<file path="src/common/radmc_pkg.sv">
// Package of register offsets, reset values, field layout and mode types for the radio config bank
`default_nettype none

package radmc_pkg;

    // ------------------------------------------------------------
    // Register addresses on the host port
    // ------------------------------------------------------------
    localparam int ADDR_W = 10;
    localparam logic [ADDR_W-1:0] OFF_PKT_FMT = 10'h13E;
    localparam logic [ADDR_W-1:0] OFF_CH_LOW = 10'h300;
    localparam logic [ADDR_W-1:0] OFF_CH_MID = 10'h301;
    localparam logic [ADDR_W-1:0] OFF_CH_HIGH = 10'h302;
    localparam logic [ADDR_W-1:0] OFF_TX_DEV = 10'h304;
    localparam logic [ADDR_W-1:0] OFF_DEMOD_BW = 10'h305;
    localparam logic [ADDR_W-1:0] OFF_TX_MOD = 10'h306;
    localparam logic [ADDR_W-1:0] OFF_RX_POWER = 10'h30C;
    localparam logic [ADDR_W-1:0] OFF_SIG_QUAL = 10'h30D;
    localparam logic [ADDR_W-1:0] OFF_RATE_HI = 10'h30E;
    localparam logic [ADDR_W-1:0] OFF_RATE_LO = 10'h30F;
    localparam logic [ADDR_W-1:0] OFF_PRAM_PG = 10'h313;
    localparam logic [ADDR_W-1:0] OFF_TX_BASE = 10'h314;
    localparam logic [ADDR_W-1:0] OFF_RX_BASE = 10'h315;

    // ------------------------------------------------------------
    // Reset values
    // ------------------------------------------------------------
    localparam logic [7:0] RST_PKT_FMT = 8'h00;
    localparam logic [7:0] RST_CH_LOW = 8'h80;
    localparam logic [7:0] RST_CH_MID = 8'hA9;
    localparam logic [7:0] RST_CH_HIGH = 8'h03;
    localparam logic [7:0] RST_TX_DEV = 8'h32;
    localparam logic [7:0] RST_DEMOD_BW = 8'h06;
    localparam logic [7:0] RST_TX_MOD = 8'h01;
    localparam logic [7:0] RST_READBACK = 8'h00;
    localparam logic [7:0] RST_RATE_HI = 8'h4E;
    localparam logic [7:0] RST_RATE_LO = 8'h20;
    localparam logic [7:0] RST_PRAM_PG = 8'h00;
    localparam logic [7:0] RST_TX_BASE = 8'h80;
    localparam logic [7:0] RST_RX_BASE = 8'h00;
    localparam logic [7:0] UNMAPPED_DATA = 8'h00;

    // ------------------------------------------------------------
    // Field layout
    // ------------------------------------------------------------
    localparam int DEV_W = 6;        // Deviation field [5:0]
    localparam int DBW_W = 7;        // Discriminator factor [6:0]
    localparam int PAGE_W = 4;       // Program RAM page [3:0]
    localparam int CTRL_W = 6;       // Controller-owned bits [7:2]
    localparam int CTRL_LSB = 2;
    localparam int GAUSS_BIT = 1;
    localparam int PREEMP_BIT = 0;
    localparam int CHW_W = 24;
    localparam int DEVK_W = 10;      // 63 * 10 kHz fits in 10 bits
    localparam int RATE_W = 23;      // 65535 * 100 bps fits in 23 bits

    // ------------------------------------------------------------
    // Scale factors
    // ------------------------------------------------------------
    localparam logic [DEVK_W-1:0] DEV_STEP_KHZ = 10'h00A;   // 10 kHz per step
    localparam logic [15:0] RATE_HI_WEIGHT = 16'h0100;       // High byte weight 256
    localparam logic [RATE_W-1:0] RATE_STEP_BPS = 23'h000064; // 100 bps per step

    // ------------------------------------------------------------
    // Packet format codes and decoded mode
    // ------------------------------------------------------------
    localparam logic [7:0] FMT_STD_PKT = 8'h00;
    localparam logic [7:0] FMT_STD_RX_SPORT = 8'h02;
    localparam logic [7:0] FMT_FSK_SPORT = 8'h03;
    localparam logic [7:0] FMT_FSK_PKT = 8'h04;

    typedef enum logic [2:0] {
        RADMC_STD_PKT,
        RADMC_STD_RX_SPORT,
        RADMC_FSK_SPORT,
        RADMC_FSK_PKT,
        RADMC_FMT_RESERVED
    } radmc_mode_t;

    // Reserved codes map to their own state so the controller can refuse them
    function automatic radmc_mode_t decode_mode(input logic [7:0] code);
        case (code)
            FMT_STD_PKT: decode_mode = RADMC_STD_PKT;
            FMT_STD_RX_SPORT: decode_mode = RADMC_STD_RX_SPORT;
            FMT_FSK_SPORT: decode_mode = RADMC_FSK_SPORT;
            FMT_FSK_PKT: decode_mode = RADMC_FSK_PKT;
            default: decode_mode = RADMC_FMT_RESERVED;
        endcase
    endfunction

endpackage

`default_nettype wire

</file>
<file path="src/common/radmc_cfg_if.sv">
// Interface carrying raw register values to the derivation logic and results back
`timescale 1ns/10ps
`default_nettype none

interface radmc_cfg_if;
    logic [7:0] mode_byte;      // Packet format byte
    logic [7:0] ch_low;         // Channel word bytes
    logic [7:0] ch_mid;
    logic [7:0] ch_high;
    logic [7:0] dev_byte;       // Deviation register
    logic [7:0] rate_hi;        // Data rate bytes
    logic [7:0] rate_lo;
    logic [radmc_pkg::CHW_W-1:0] chan_word;     // Assembled channel word
    logic [radmc_pkg::DEVK_W-1:0] dev_khz;      // Deviation in kHz
    logic [radmc_pkg::RATE_W-1:0] rate_bps;     // Data rate in bps
    radmc_pkg::radmc_mode_t mode;                // Decoded packet format

    modport regs (output mode_byte, ch_low, ch_mid, ch_high, dev_byte, rate_hi, rate_lo,
                  input chan_word, dev_khz, rate_bps, mode);
    modport calc (input mode_byte, ch_low, ch_mid, ch_high, dev_byte, rate_hi, rate_lo,
                  output chan_word, dev_khz, rate_bps, mode);
endinterface

`default_nettype wire

</file>
<file path="src/radmc_regs.sv">
// Radio and modem configuration register bank with readback of receive measurements
`timescale 1ns/10ps
`default_nettype none

module radmc_regs (
    input wire logic ref_clk,
    input wire logic rst,
    input wire logic [radmc_pkg::ADDR_W-1:0] host_addr,
    input wire logic host_wr_en,
    input wire logic [7:0] host_wr_data,
    input wire logic host_rd_en,
    output logic [7:0] host_rd_data,
    output logic host_rd_valid,
    input wire logic [7:0] rssi_in,
    input wire logic [7:0] sqi_in,
    input wire logic ctrl_upd_en,
    input wire logic [radmc_pkg::CTRL_W-1:0] ctrl_upd_bits,
    output radmc_pkg::radmc_mode_t packet_format_select,
    output logic [radmc_pkg::CHW_W-1:0] channel_frequency_word,
    output logic [radmc_pkg::DEVK_W-1:0] tx_dev_khz,
    output logic [radmc_pkg::DBW_W-1:0] demod_bandwidth_factor,
    output logic gauss_en,
    output logic preemph_en,
    output logic [radmc_pkg::CTRL_W-1:0] controller_owned_bits,
    output logic [radmc_pkg::RATE_W-1:0] data_rate_bps,
    output logic [radmc_pkg::PAGE_W-1:0] pram_page,
    output logic [7:0] tx_pkt_base,
    output logic [7:0] rx_pkt_base
);

    // ------------------------------------------------------------
    // Register storage
    // ------------------------------------------------------------
    logic [7:0] mode_byte, next_mode_byte;     // Packet format byte
    logic [7:0] ch_low, next_ch_low;           // Channel word low byte
    logic [7:0] ch_mid, next_ch_mid;           // Channel word mid byte
    logic [7:0] ch_high, next_ch_high;         // Channel word high byte
    logic [7:0] dev_byte, next_dev_byte;       // Deviation byte
    logic [7:0] dbw_byte, next_dbw_byte;       // Discriminator byte
    logic [7:0] mod_byte, next_mod_byte;       // Modulation control byte
    logic [7:0] rate_hi, next_rate_hi;         // Data rate high byte
    logic [7:0] rate_lo, next_rate_lo;         // Data rate low byte
    logic [7:0] page_byte, next_page_byte;     // Program RAM page byte
    logic [7:0] txb_byte, next_txb_byte;       // Transmit buffer base
    logic [7:0] rxb_byte, next_rxb_byte;       // Receive buffer base
    logic [7:0] rssi_q, next_rssi_q;           // Captured received power
    logic [7:0] sqi_q, next_sqi_q;             // Captured signal quality

    radmc_cfg_if cfg ();

    // ------------------------------------------------------------
    // Derivation of engineering values
    // ------------------------------------------------------------
    radmc_derive u_derive (
        .cfg (cfg.calc)
    );

    assign cfg.mode_byte = mode_byte;
    assign cfg.ch_low = ch_low;
    assign cfg.ch_mid = ch_mid;
    assign cfg.ch_high = ch_high;
    assign cfg.dev_byte = dev_byte;
    assign cfg.rate_hi = rate_hi;
    assign cfg.rate_lo = rate_lo;

    // ------------------------------------------------------------
    // Register write path
    // ------------------------------------------------------------
    // Host writes land on the next edge; read-only offsets and unknown offsets ignore writes
    always_comb begin
        next_mode_byte = mode_byte;
        next_ch_low = ch_low;
        next_ch_mid = ch_mid;
        next_ch_high = ch_high;
        next_dev_byte = dev_byte;
        next_dbw_byte = dbw_byte;
        next_mod_byte = mod_byte;
        next_rate_hi = rate_hi;
        next_rate_lo = rate_lo;
        next_page_byte = page_byte;
        next_txb_byte = txb_byte;
        next_rxb_byte = rxb_byte;
        // Measurements are sampled every cycle so readback is never stale by more than two
        next_rssi_q = rssi_in;
        next_sqi_q = sqi_in;
        if (host_wr_en) begin
            case (host_addr)
                radmc_pkg::OFF_PKT_FMT: begin
                    next_mode_byte = host_wr_data;
                end
                radmc_pkg::OFF_CH_LOW: begin
                    next_ch_low = host_wr_data;
                end
                radmc_pkg::OFF_CH_MID: begin
                    next_ch_mid = host_wr_data;
                end
                radmc_pkg::OFF_CH_HIGH: begin
                    next_ch_high = host_wr_data;
                end
                radmc_pkg::OFF_TX_DEV: begin
                    next_dev_byte = host_wr_data;
                end
                radmc_pkg::OFF_DEMOD_BW: begin
                    next_dbw_byte = host_wr_data;
                end
                radmc_pkg::OFF_TX_MOD: begin
                    // Only the two filter bits are software's; the rest stay with the controller
                    next_mod_byte = {mod_byte[7:radmc_pkg::CTRL_LSB],
                                     host_wr_data[radmc_pkg::CTRL_LSB-1:0]};
                end
                radmc_pkg::OFF_RATE_HI: begin
                    next_rate_hi = host_wr_data;
                end
                radmc_pkg::OFF_RATE_LO: begin
                    next_rate_lo = host_wr_data;
                end
                radmc_pkg::OFF_PRAM_PG: begin
                    next_page_byte = host_wr_data;
                end
                radmc_pkg::OFF_TX_BASE: begin
                    next_txb_byte = host_wr_data;
                end
                radmc_pkg::OFF_RX_BASE: begin
                    next_rxb_byte = host_wr_data;
                end
                default: begin
                    // Read-only and unmapped offsets keep their state
                end
            endcase
        end
        // Radio controller updates its own field at any time
        if (ctrl_upd_en) begin
            next_mod_byte[7:radmc_pkg::CTRL_LSB] = ctrl_upd_bits;
        end
    end

    // Register update and reset values
    always_ff @(posedge ref_clk) begin
        if (rst) begin
            mode_byte <= radmc_pkg::RST_PKT_FMT;
            ch_low <= radmc_pkg::RST_CH_LOW;
            ch_mid <= radmc_pkg::RST_CH_MID;
            ch_high <= radmc_pkg::RST_CH_HIGH;
            dev_byte <= radmc_pkg::RST_TX_DEV;
            dbw_byte <= radmc_pkg::RST_DEMOD_BW;
            mod_byte <= radmc_pkg::RST_TX_MOD;
            rate_hi <= radmc_pkg::RST_RATE_HI;
            rate_lo <= radmc_pkg::RST_RATE_LO;
            page_byte <= radmc_pkg::RST_PRAM_PG;
            txb_byte <= radmc_pkg::RST_TX_BASE;
            rxb_byte <= radmc_pkg::RST_RX_BASE;
            rssi_q <= radmc_pkg::RST_READBACK;
            sqi_q <= radmc_pkg::RST_READBACK;
        end else begin
            mode_byte <= next_mode_byte;
            ch_low <= next_ch_low;
            ch_mid <= next_ch_mid;
            ch_high <= next_ch_high;
            dev_byte <= next_dev_byte;
            dbw_byte <= next_dbw_byte;
            mod_byte <= next_mod_byte;
            rate_hi <= next_rate_hi;
            rate_lo <= next_rate_lo;
            page_byte <= next_page_byte;
            txb_byte <= next_txb_byte;
            rxb_byte <= next_rxb_byte;
            rssi_q <= next_rssi_q;
            sqi_q <= next_sqi_q;
        end
    end

    // ------------------------------------------------------------
    // Read path and block outputs
    // ------------------------------------------------------------
    logic [7:0] next_rd_data;   // Read data for the next cycle
    logic next_rd_valid;        // Read strobe delayed by one

    // Reads return the stored byte whole, reserved bits included, so a read-modify-write keeps them
    always_comb begin
        next_rd_valid = host_rd_en;
        next_rd_data = host_rd_data;
        if (host_rd_en) begin
            case (host_addr)
                radmc_pkg::OFF_PKT_FMT: next_rd_data = mode_byte;
                radmc_pkg::OFF_CH_LOW: next_rd_data = ch_low;
                radmc_pkg::OFF_CH_MID: next_rd_data = ch_mid;
                radmc_pkg::OFF_CH_HIGH: next_rd_data = ch_high;
                radmc_pkg::OFF_TX_DEV: next_rd_data = dev_byte;
                radmc_pkg::OFF_DEMOD_BW: next_rd_data = dbw_byte;
                radmc_pkg::OFF_TX_MOD: next_rd_data = mod_byte;
                radmc_pkg::OFF_RX_POWER: next_rd_data = rssi_q;
                radmc_pkg::OFF_SIG_QUAL: next_rd_data = sqi_q;
                radmc_pkg::OFF_RATE_HI: next_rd_data = rate_hi;
                radmc_pkg::OFF_RATE_LO: next_rd_data = rate_lo;
                radmc_pkg::OFF_PRAM_PG: next_rd_data = page_byte;
                radmc_pkg::OFF_TX_BASE: next_rd_data = txb_byte;
                radmc_pkg::OFF_RX_BASE: next_rd_data = rxb_byte;
                default: next_rd_data = radmc_pkg::UNMAPPED_DATA;
            endcase
        end
    end

    // Outputs are flopped; derived values lag a write by two edges
    always_ff @(posedge ref_clk) begin
        if (rst) begin
            host_rd_data <= radmc_pkg::RST_READBACK;
            host_rd_valid <= 1'b0;
            packet_format_select <= radmc_pkg::RADMC_STD_PKT;
            channel_frequency_word <= {radmc_pkg::RST_CH_HIGH, radmc_pkg::RST_CH_MID, radmc_pkg::RST_CH_LOW};
            tx_dev_khz <= radmc_pkg::DEVK_W'(radmc_pkg::RST_TX_DEV[radmc_pkg::DEV_W-1:0])
                          * radmc_pkg::DEV_STEP_KHZ;
            demod_bandwidth_factor <= radmc_pkg::RST_DEMOD_BW[radmc_pkg::DBW_W-1:0];
            gauss_en <= radmc_pkg::RST_TX_MOD[radmc_pkg::GAUSS_BIT];
            preemph_en <= radmc_pkg::RST_TX_MOD[radmc_pkg::PREEMP_BIT];
            controller_owned_bits <= radmc_pkg::RST_TX_MOD[7:radmc_pkg::CTRL_LSB];
            data_rate_bps <= radmc_pkg::RATE_W'({radmc_pkg::RST_RATE_HI, radmc_pkg::RST_RATE_LO})
                             * radmc_pkg::RATE_STEP_BPS;
            pram_page <= radmc_pkg::RST_PRAM_PG[radmc_pkg::PAGE_W-1:0];
            tx_pkt_base <= radmc_pkg::RST_TX_BASE;
            rx_pkt_base <= radmc_pkg::RST_RX_BASE;
        end else begin
            host_rd_data <= next_rd_data;
            host_rd_valid <= next_rd_valid;
            packet_format_select <= cfg.mode;
            channel_frequency_word <= cfg.chan_word;
            tx_dev_khz <= cfg.dev_khz;
            // Top bit is reserved and never reaches the demodulator
            demod_bandwidth_factor <= dbw_byte[radmc_pkg::DBW_W-1:0];
            gauss_en <= mod_byte[radmc_pkg::GAUSS_BIT];
            preemph_en <= mod_byte[radmc_pkg::PREEMP_BIT];
            controller_owned_bits <= mod_byte[7:radmc_pkg::CTRL_LSB];
            data_rate_bps <= cfg.rate_bps;
            pram_page <= page_byte[radmc_pkg::PAGE_W-1:0];
            tx_pkt_base <= txb_byte;
            rx_pkt_base <= rxb_byte;
        end
    end

    // ------------------------------------------------------------
    // Checks
    // ------------------------------------------------------------
    property p_mode_fsk_pkt;
        @(posedge ref_clk) disable iff (rst)
        (host_wr_en && host_addr == radmc_pkg::OFF_PKT_FMT && host_wr_data == radmc_pkg::FMT_FSK_PKT)
        ##1 !(host_wr_en && host_addr == radmc_pkg::OFF_PKT_FMT)
        |=> packet_format_select == radmc_pkg::RADMC_FSK_PKT;
    endproperty
    a_mode_fsk_pkt: assert property (p_mode_fsk_pkt) else $error("fsk packet mode not selected");

    property p_chan_low;
        @(posedge ref_clk) disable iff (rst)
        (host_wr_en && host_addr == radmc_pkg::OFF_CH_LOW)
        |-> ##2 channel_frequency_word[7:0] == $past(host_wr_data, 2);
    endproperty
    a_chan_low: assert property (p_chan_low) else $error("channel low byte not applied");

    property p_dev_scale;
        @(posedge ref_clk) disable iff (rst)
        (host_wr_en && host_addr == radmc_pkg::OFF_TX_DEV) ##1 !(host_wr_en && host_addr == radmc_pkg::OFF_TX_DEV)
        |=> tx_dev_khz == radmc_pkg::DEVK_W'($past(host_wr_data[radmc_pkg::DEV_W-1:0], 2))
                          * radmc_pkg::DEV_STEP_KHZ;
    endproperty
    a_dev_scale: assert property (p_dev_scale) else $error("deviation not ten times field");

    property p_dbw_mask;
        @(posedge ref_clk) disable iff (rst)
        (host_wr_en && host_addr == radmc_pkg::OFF_DEMOD_BW)
        |-> ##2 demod_bandwidth_factor == $past(host_wr_data[radmc_pkg::DBW_W-1:0], 2);
    endproperty
    a_dbw_mask: assert property (p_dbw_mask) else $error("discriminator factor wrong");

    property p_filter_bits;
        @(posedge ref_clk) disable iff (rst)
        (host_wr_en && host_addr == radmc_pkg::OFF_TX_MOD)
        |-> ##2 {gauss_en, preemph_en} == $past(host_wr_data[radmc_pkg::CTRL_LSB-1:0], 2);
    endproperty
    a_filter_bits: assert property (p_filter_bits) else $error("filter enables wrong");

    property p_ctrl_owned;
        @(posedge ref_clk) disable iff (rst)
        !ctrl_upd_en |=> mod_byte[7:radmc_pkg::CTRL_LSB] == $past(mod_byte[7:radmc_pkg::CTRL_LSB]);
    endproperty
    a_ctrl_owned: assert property (p_ctrl_owned) else $error("host changed controller bits");

    property p_rssi_rb;
        @(posedge ref_clk) disable iff (rst)
        (host_rd_en && host_addr == radmc_pkg::OFF_RX_POWER) |=> host_rd_valid && host_rd_data == $past(rssi_in, 2);
    endproperty
    a_rssi_rb: assert property (p_rssi_rb) else $error("power readback wrong");

    property p_sqi_rb;
        @(posedge ref_clk) disable iff (rst)
        (host_rd_en && host_addr == radmc_pkg::OFF_SIG_QUAL) |=> host_rd_data == $past(sqi_in, 2);
    endproperty
    a_sqi_rb: assert property (p_sqi_rb) else $error("quality readback wrong");

    property p_rate_low;
        @(posedge ref_clk) disable iff (rst)
        (host_wr_en && host_addr == radmc_pkg::OFF_RATE_LO && rate_hi == 8'h00) ##1 !host_wr_en
        |=> data_rate_bps == radmc_pkg::RATE_W'($past(host_wr_data, 2)) * radmc_pkg::RATE_STEP_BPS;
    endproperty
    a_rate_low: assert property (p_rate_low) else $error("data rate not hundred times word");

    property p_tx_base_rst;
        @(posedge ref_clk)
        rst |=> tx_pkt_base == radmc_pkg::RST_TX_BASE && rx_pkt_base == radmc_pkg::RST_RX_BASE;
    endproperty
    a_tx_base_rst: assert property (p_tx_base_rst) else $error("buffer base reset wrong");

endmodule // radmc_regs

`default_nettype wire

</file>
<file path="src/radmc_derive.sv">
// Combinational derivation of channel word, deviation, data rate and mode
`timescale 1ns/10ps
`default_nettype none

module radmc_derive (
    radmc_cfg_if.calc cfg
);

    // ------------------------------------------------------------
    // Derived quantities
    // ------------------------------------------------------------
    logic [15:0] rate_word; // High byte weighted by 256 plus low byte

    // Pure arithmetic; the caller registers the results before they leave the block
    always_comb begin
        cfg.chan_word = {cfg.ch_high, cfg.ch_mid, cfg.ch_low};
        // Reserved top bits of the deviation byte take no part
        cfg.dev_khz = radmc_pkg::DEVK_W'(cfg.dev_byte[radmc_pkg::DEV_W-1:0])
                      * radmc_pkg::DEV_STEP_KHZ;
        rate_word = 16'(cfg.rate_hi) * radmc_pkg::RATE_HI_WEIGHT + 16'(cfg.rate_lo);
        cfg.rate_bps = radmc_pkg::RATE_W'(rate_word) * radmc_pkg::RATE_STEP_BPS;
        cfg.mode = radmc_pkg::decode_mode(cfg.mode_byte);
    end

endmodule // radmc_derive

`default_nettype wire

</file>
<file path="config.mk">
export PLATFORM = sky130hd
export DESIGN_NAME = radmc_regs
export DESIGN_NICKNAME = d
export VERILOG_FILES = /design/src/common/radmc_pkg.sv /design/src/common/radmc_cfg_if.sv /design/src/radmc_regs.sv /design/src/radmc_derive.sv
export SDC_FILE = /design/constraint.sdc
export NUM_CORES = 1
export LEC_CHECK = 0
export BUFFER_PORTS_ARGS = -buffer_cell sky130_fd_sc_hd__buf_2
export CORE_MARGIN = 1.5
export CORE_UTILIZATION = 40
export CTS_BUF_LIST = sky130_fd_sc_hd__clkbuf_8
export DETAILED_ROUTE_END_ITERATION = 12
export GPL_TIMING_DRIVEN = 0
export PLACE_DENSITY = 0.71
export SYNTH_ARGS = -nofsm -noshare
export SYNTH_HDL_FRONTEND = slang
export SYNTH_HIERARCHICAL = 1
export SYNTH_SLANG_ARGS = --single-unit
export TNS_END_PERCENT = 1
</file>
<file path="constraint.sdc">
create_clock -name ref_clk -period 3 [get_ports ref_clk]
set_clock_uncertainty 0.15 [all_clocks]
set_input_delay 0.45 -clock ref_clk [delete_from_list [all_inputs] [get_ports ref_clk]]
set_output_delay 0.45 -clock ref_clk [all_outputs]
set_load 0.005 [all_outputs]
</file>
### Yosys cells after proc, flatten, opt, wreduce, memory -nomap -nowiden

Cells that the tools add are included.

| operators by class | value |
|---|---|
| add/sub/neg operators | 1 |
| multipliers | 2 |
| equal/unequal tests | 17 |
| mux-type cells | 3 |
| reduce and logical (&&, ||, !) cells | 13 |

Operators with widths:

| cell | count |
|---|---|
| $eq 10x10->1 const B | 13 |
| $pmux 8 s14 | 1 |
| $reduce_and 2->1 | 12 |
| $mul 16x5->21 const B | 1 |
| $add 16x8->16 | 1 |
| $eq 8x2->1 const B | 2 |
| $pmux 3 s4 | 1 |
| $eq 10x9->1 const B | 1 |
| $mul 6x3->9 const B | 1 |
| $eq 8x3->1 const B | 1 |
| $logic_not 8->1 | 1 |
| $mux 6 | 1 |

| storage, ports and cells | value |
|---|---|
| flip-flop bits (word level) | 216 |
| bits of input ports | 45 |
| word-level logic and storage cells | 66 |

### Depth between registers and ports, before layout

| logic depth | value |
|---|---|
| word-level depth | 2 |
| gate-level depth with buffers | 13 |
| depth with buffers taken out | 12 |

### Hierarchy

Netlist, hierarchy kept.

By module, submodules not included:

| module | instances | cells an instance | area each (um^2) | sequential area each (um^2) |
|---|---|---|---|---|
| radmc_regs | 1 | 804 | 7871.3 | 4324.1 |
| radmc_derive | 1 | 246 | 2053.2 | 0.0 |

### Worst setup path before layout

Ideal clock, no wire load.

| timing | value |
|---|---|
| path type | reg2reg |
| start | reg rate_lo[2] (netlist: cfg.rate_lo[2]) |
| end | reg data_rate_bps[20] (netlist bit) |
| setup time | 123 ps |
| data arrival time | 2938 ps |
| slack | -211 ps |
| stages on the path, launching flop included | 11 |
| clock period less this slack | 3211 ps |
| cell sequence | dfxtp_1 > ha_1 > ha_1 > fa_1 > ha_1 > a211oi_1 > nor3_2 > o211ai_2 > nor4b_1 > nor3_1 > or2_2 |

| on the way | value |
|---|---|
| longest elaborated chain between the ends | 2 |

Ends and longest elaborated chain:

| element | line | source |
|---|---|---|
| start, declared | radmc_regs.sv:42 | `logic [7:0] rate_lo, next_rate_lo;` |
| start signal, assigned | radmc_regs.sv:148 | `rate_lo <= radmc_pkg::RST_RATE_LO;` |
| start signal, assigned | radmc_regs.sv:163 | `rate_lo <= next_rate_lo;` |
| $add 16x8->16 | radmc_derive.sv:20 | `rate_word = 16'(cfg.rate_hi) * radmc_pkg::RATE_HI_WEIGHT + 16'(cfg.rate_lo);` |
| $mul 16x5->21 | radmc_derive.sv:21 | `cfg.rate_bps = radmc_pkg::RATE_W'(rate_word) * radmc_pkg::RATE_STEP_BPS;` |
| via cfg.rate_bps, one bit | radmc_cfg_if.sv:15 | `logic [radmc_pkg::RATE_W-1:0] rate_bps;` |
| end signal, assigned | radmc_regs.sv:216 | `data_rate_bps <= radmc_pkg::RATE_W'({radmc_pkg::RST_RATE_HI, radmc_pkg::RST_RATE_LO})` |
| end signal, assigned | radmc_regs.sv:232 | `data_rate_bps <= cfg.rate_bps;` |
| end, declared | radmc_regs.sv:25 | `output logic [radmc_pkg::RATE_W-1:0] data_rate_bps,` |

The timed path passes the listed nets, and every way through them passes these cells.
A chain may end at the register's enable or synchronous reset.

### Final worst setup path

| timing | value |
|---|---|
| start | reg rate_lo[4] (netlist: cfg.rate_lo[4]) |
| end | reg data_rate_bps[17] (netlist bit) |

The elaborated chain is that of the path after synthesis.

==> results.yml <==
synth:
  ys_types: 64
  syn_inst: 1050
  ys_seq_elements: 216
  synth_top_area_share_pct: 43.6
  ys.flop_type: "dfxtp_1"
  synth_top_area_cell: "dfxtp_1"
  synth_area_leaders: "dfxtp_1, ha_1, nor2b_1"
  avgSynthCellArea_um2: 9.45
  netlist_area_um2: 9920
  synth-seq-area-share_pct: 43.6
  synth_edf_count: 0
  async_reset_ff_share_pct: 0
  yosys_warnings: 6
min_path:
  min_from: "ctrl_upd_bits[3]"
  hold_path.class: "in -> reg"
die:
  die_y_um: 161
  start_util_pct: 40.8
  ios: 149
  coreArea_um2: 24300
  rows: 57
  die_area_um2: 25800
  die_w_um: 161
critical_path:
  r2r-start: "cfg.rate_lo[4]"
  worstSetupEndpointType: "flop"
  crit_required_ns: 3.28
  r2r_setup_slack_ns: -0.18
  r2r-end: "data_rate_bps[17]"
  endpoint: "data_rate_bps[17]"
  cp_max_fo: 4
  crit_path_start_kind: "flop"
  startpoint: "cfg.rate_lo[4]"
  r2r_cells: 12
  criticalPathCategory: "reg -> reg"
  crit_arrival_ns: 3.46
sta:
  setup_tns_ns: -0.973
  holdWs_ns: 0.0172
  timing.final.ws_setup_ns: -0.179
  maxSlewHeadroom_pct: 6.77
  rsz0062_at_grt: "yes"
  tightest_slew_ns: 1.39
  setup_violations: 9
  period_needed_ns: 3.18
  slew_viol_final: 0
  finalHoldViolations: 0
  clock.fmax_ghz: 0.315
  fin_crit_sh_pct: 106
finish:
  regMostFlops: "channel_frequency_word"
  diodes: 0
  drive_above_1_share_pct: 29.3
  design_area_um2: 12600
  final_nets: 1382
  area_growth_pct: 27.4
  largest_register_ffs: 24
  fin_util_pct: 52.0
  reg_top3: "channel_frequency_word: 24 flops, data_rate_bps: 23 flops, tx_dev_khz: 10 flops"
drt:
  vias: 8371
  drc: 0
  vias_per_cell: 5.18
  drtIter0Drc: 475
  drt_wl_total_um: 30300
  drtAntennaViolNets: 0
  wl_per_cell_um: 18.8
  drtPass1Iterations: 5
run_status:
  violations: "setup timing"
  status: "finished, violations left"
clock_tree:
  numCtsBuffers: 39
  clk_pin_slew_ns: 0.06
  cts.sinks: 216
  h-tree-depth: 2
  clk_path_buf_depth: 3
  cts_tree: "yes"
  clk_latency_ns: 0.54
  cts_root_buffer: "clkbuf_8"
run:
  max_cap_violations: 0
power_and_ir_drop:
  ir_worst_vdd_uv: 308
  power_leakage_nw: 5.70
  power.density_nw_per_um2: 481
placed_design:
  hpwlAfterDp_um: 21600
  port_buffers: 139
  dpl_cell_area_um2: 11100
  gp_congestion: 0.917
global_route:
  grtUsageTotal_pct: 22.6
  grt-ovfl-total: 0
  grt_pass1_wl_um: 44400
  grt_pass1_vias: 7770
  antenna_found_initial: 0
  grt_max_degree: 11
==> power by group <==
part | switching [mW] | internal [mW]
clock network | 1.25 | 1.62
logic | 0.210 | 0.104
registers | 0.0104 | 2.88
==> routing by layer <==
metal	vias up	track usage [%]	wire length [µm]
met5	-	0	0
met4	0	6.41	706
met3	52	3.85	1770
met2	292	36.2	13900
met1	4022	31.2	13900
li1	4005	-	-
==> area by class of cell <==
type | instances | area [µm²]
Clock buffer | 51 | 702
Inverter | 50 | 188
Multi-Input combinational cell | 695 | 5400
Sequential cell | 216 | 4370
Tap cell | 324 | 405
Fill cell | 2216 | 11700
Timing Repair Buffer | 173 | 992
Buffer | 90 | 482
Clock inverter | 16 | 113
==> cells in the mapped netlist (all sizes together), types with 5 or more instances <==
cell / instances
nand4: 20
nor2b: 92
a22oi: 13
mux2i: 57
clkbuf: 48
o211ai: 11
a21o: 8
dfxtp: 216
inv: 49
ha: 60
xnor2: 7
a211oi: 11
nor3: 7
nand3: 24
a211o: 12
o22ai: 6
a21oi: 55
o21ai: 10
buf: 43
or2: 25
a2111oi: 6
fa: 12
and2: 5
a221oi: 8
nand2: 85
xor2: 9
nor2: 91
o2bb2ai: 6
mux2: 11
==> how the worst min path moves through the flow <==
stage                      endpoint  slack (ns)  cells after the start
floorplan               dbw_byte[7]        0.28                      2
global placement    cfg.dev_byte[7]        0.30                      2
detailed placement  cfg.dev_byte[6]        0.30                      2
CTS                     mod_byte[5]       0.006                      3
global route            mod_byte[5]        0.01                      3
finish                  mod_byte[5]        0.02                      3
==> kinds of logic after synthesis <==
kind of cell | count (synthesis) | share of synthesized area, %
other | 1 | 0.0378
xor gates and xnor gates | 16 | 1.41
DFF | 216 | 43.6
AOI/OAI and AO/OA | 166 | 11.8
and+or+nand+nor | 368 | 19.0
buffers and inverters | 141 | 6.72
adders and majority gates | 72 | 9.98
muxes | 70 | 7.45
==> per-stage QoR <==
stage	cells	power [mW]	setup slack, ns
3_5_place_dp	1515	3.25	-0.332
6_report	1615	6.08	-0.179
4_1_cts	1606	6.12	-0.163
2_1_floorplan	1052	3.12	-0.00791
5_1_grt	1615	6.28	-0.262
3_3_place_gp	1515	3.25	-0.353
==> placed cells by master, fill, tap and decap left out, types with 12 or more instances in the layout <==
cell | synthesis | routed
dlygate4sd3_1 | 0 | 15
a21oi_1 | 55 | 48
dfxtp_1 | 216 | 202
nand3_1 | 22 | 21
mux2i_1 | 57 | 57
nor2b_1 | 92 | 91
nor2_1 | 91 | 91
nand2_1 | 85 | 81
clkbuf_1 | 48 | 47
buf_4 | 32 | 50
or2_2 | 25 | 21
a22oi_1 | 13 | 13
clkbuf_8 | 0 | 51
nand4_1 | 20 | 20
ha_4 | 0 | 18
a211o_1 | 12 | 12
buf_2 | 8 | 146
ha_1 | 60 | 40
inv_1 | 49 | 50
==> critical path, stage by stage, from the launching register on <==
cell and delay [ns]:
dfxtp_4 0.37, ha_4 0.25, ha_4 0.26, inv_2 0.04, fa_1 0.54, inv_2 0.06
ha_4 0.28, o211ai_1 0.13, o211ai_2 0.26, nand2_2 0.17, o21ai_4 0.21, xor2_1 0.09
or2_2 0.27
==> timing repair <==
action / in CTS / in global routing
hold buffers: 15 / 0
gates resized for setup: 38 / 46
setup buffers: 10 / 9
endpoints found under the hold margin: 15 / 0
pin swaps: 19 / 38
endpoints found under the setup margin: 9 / 9
Power figures use the tool's default switching activity.
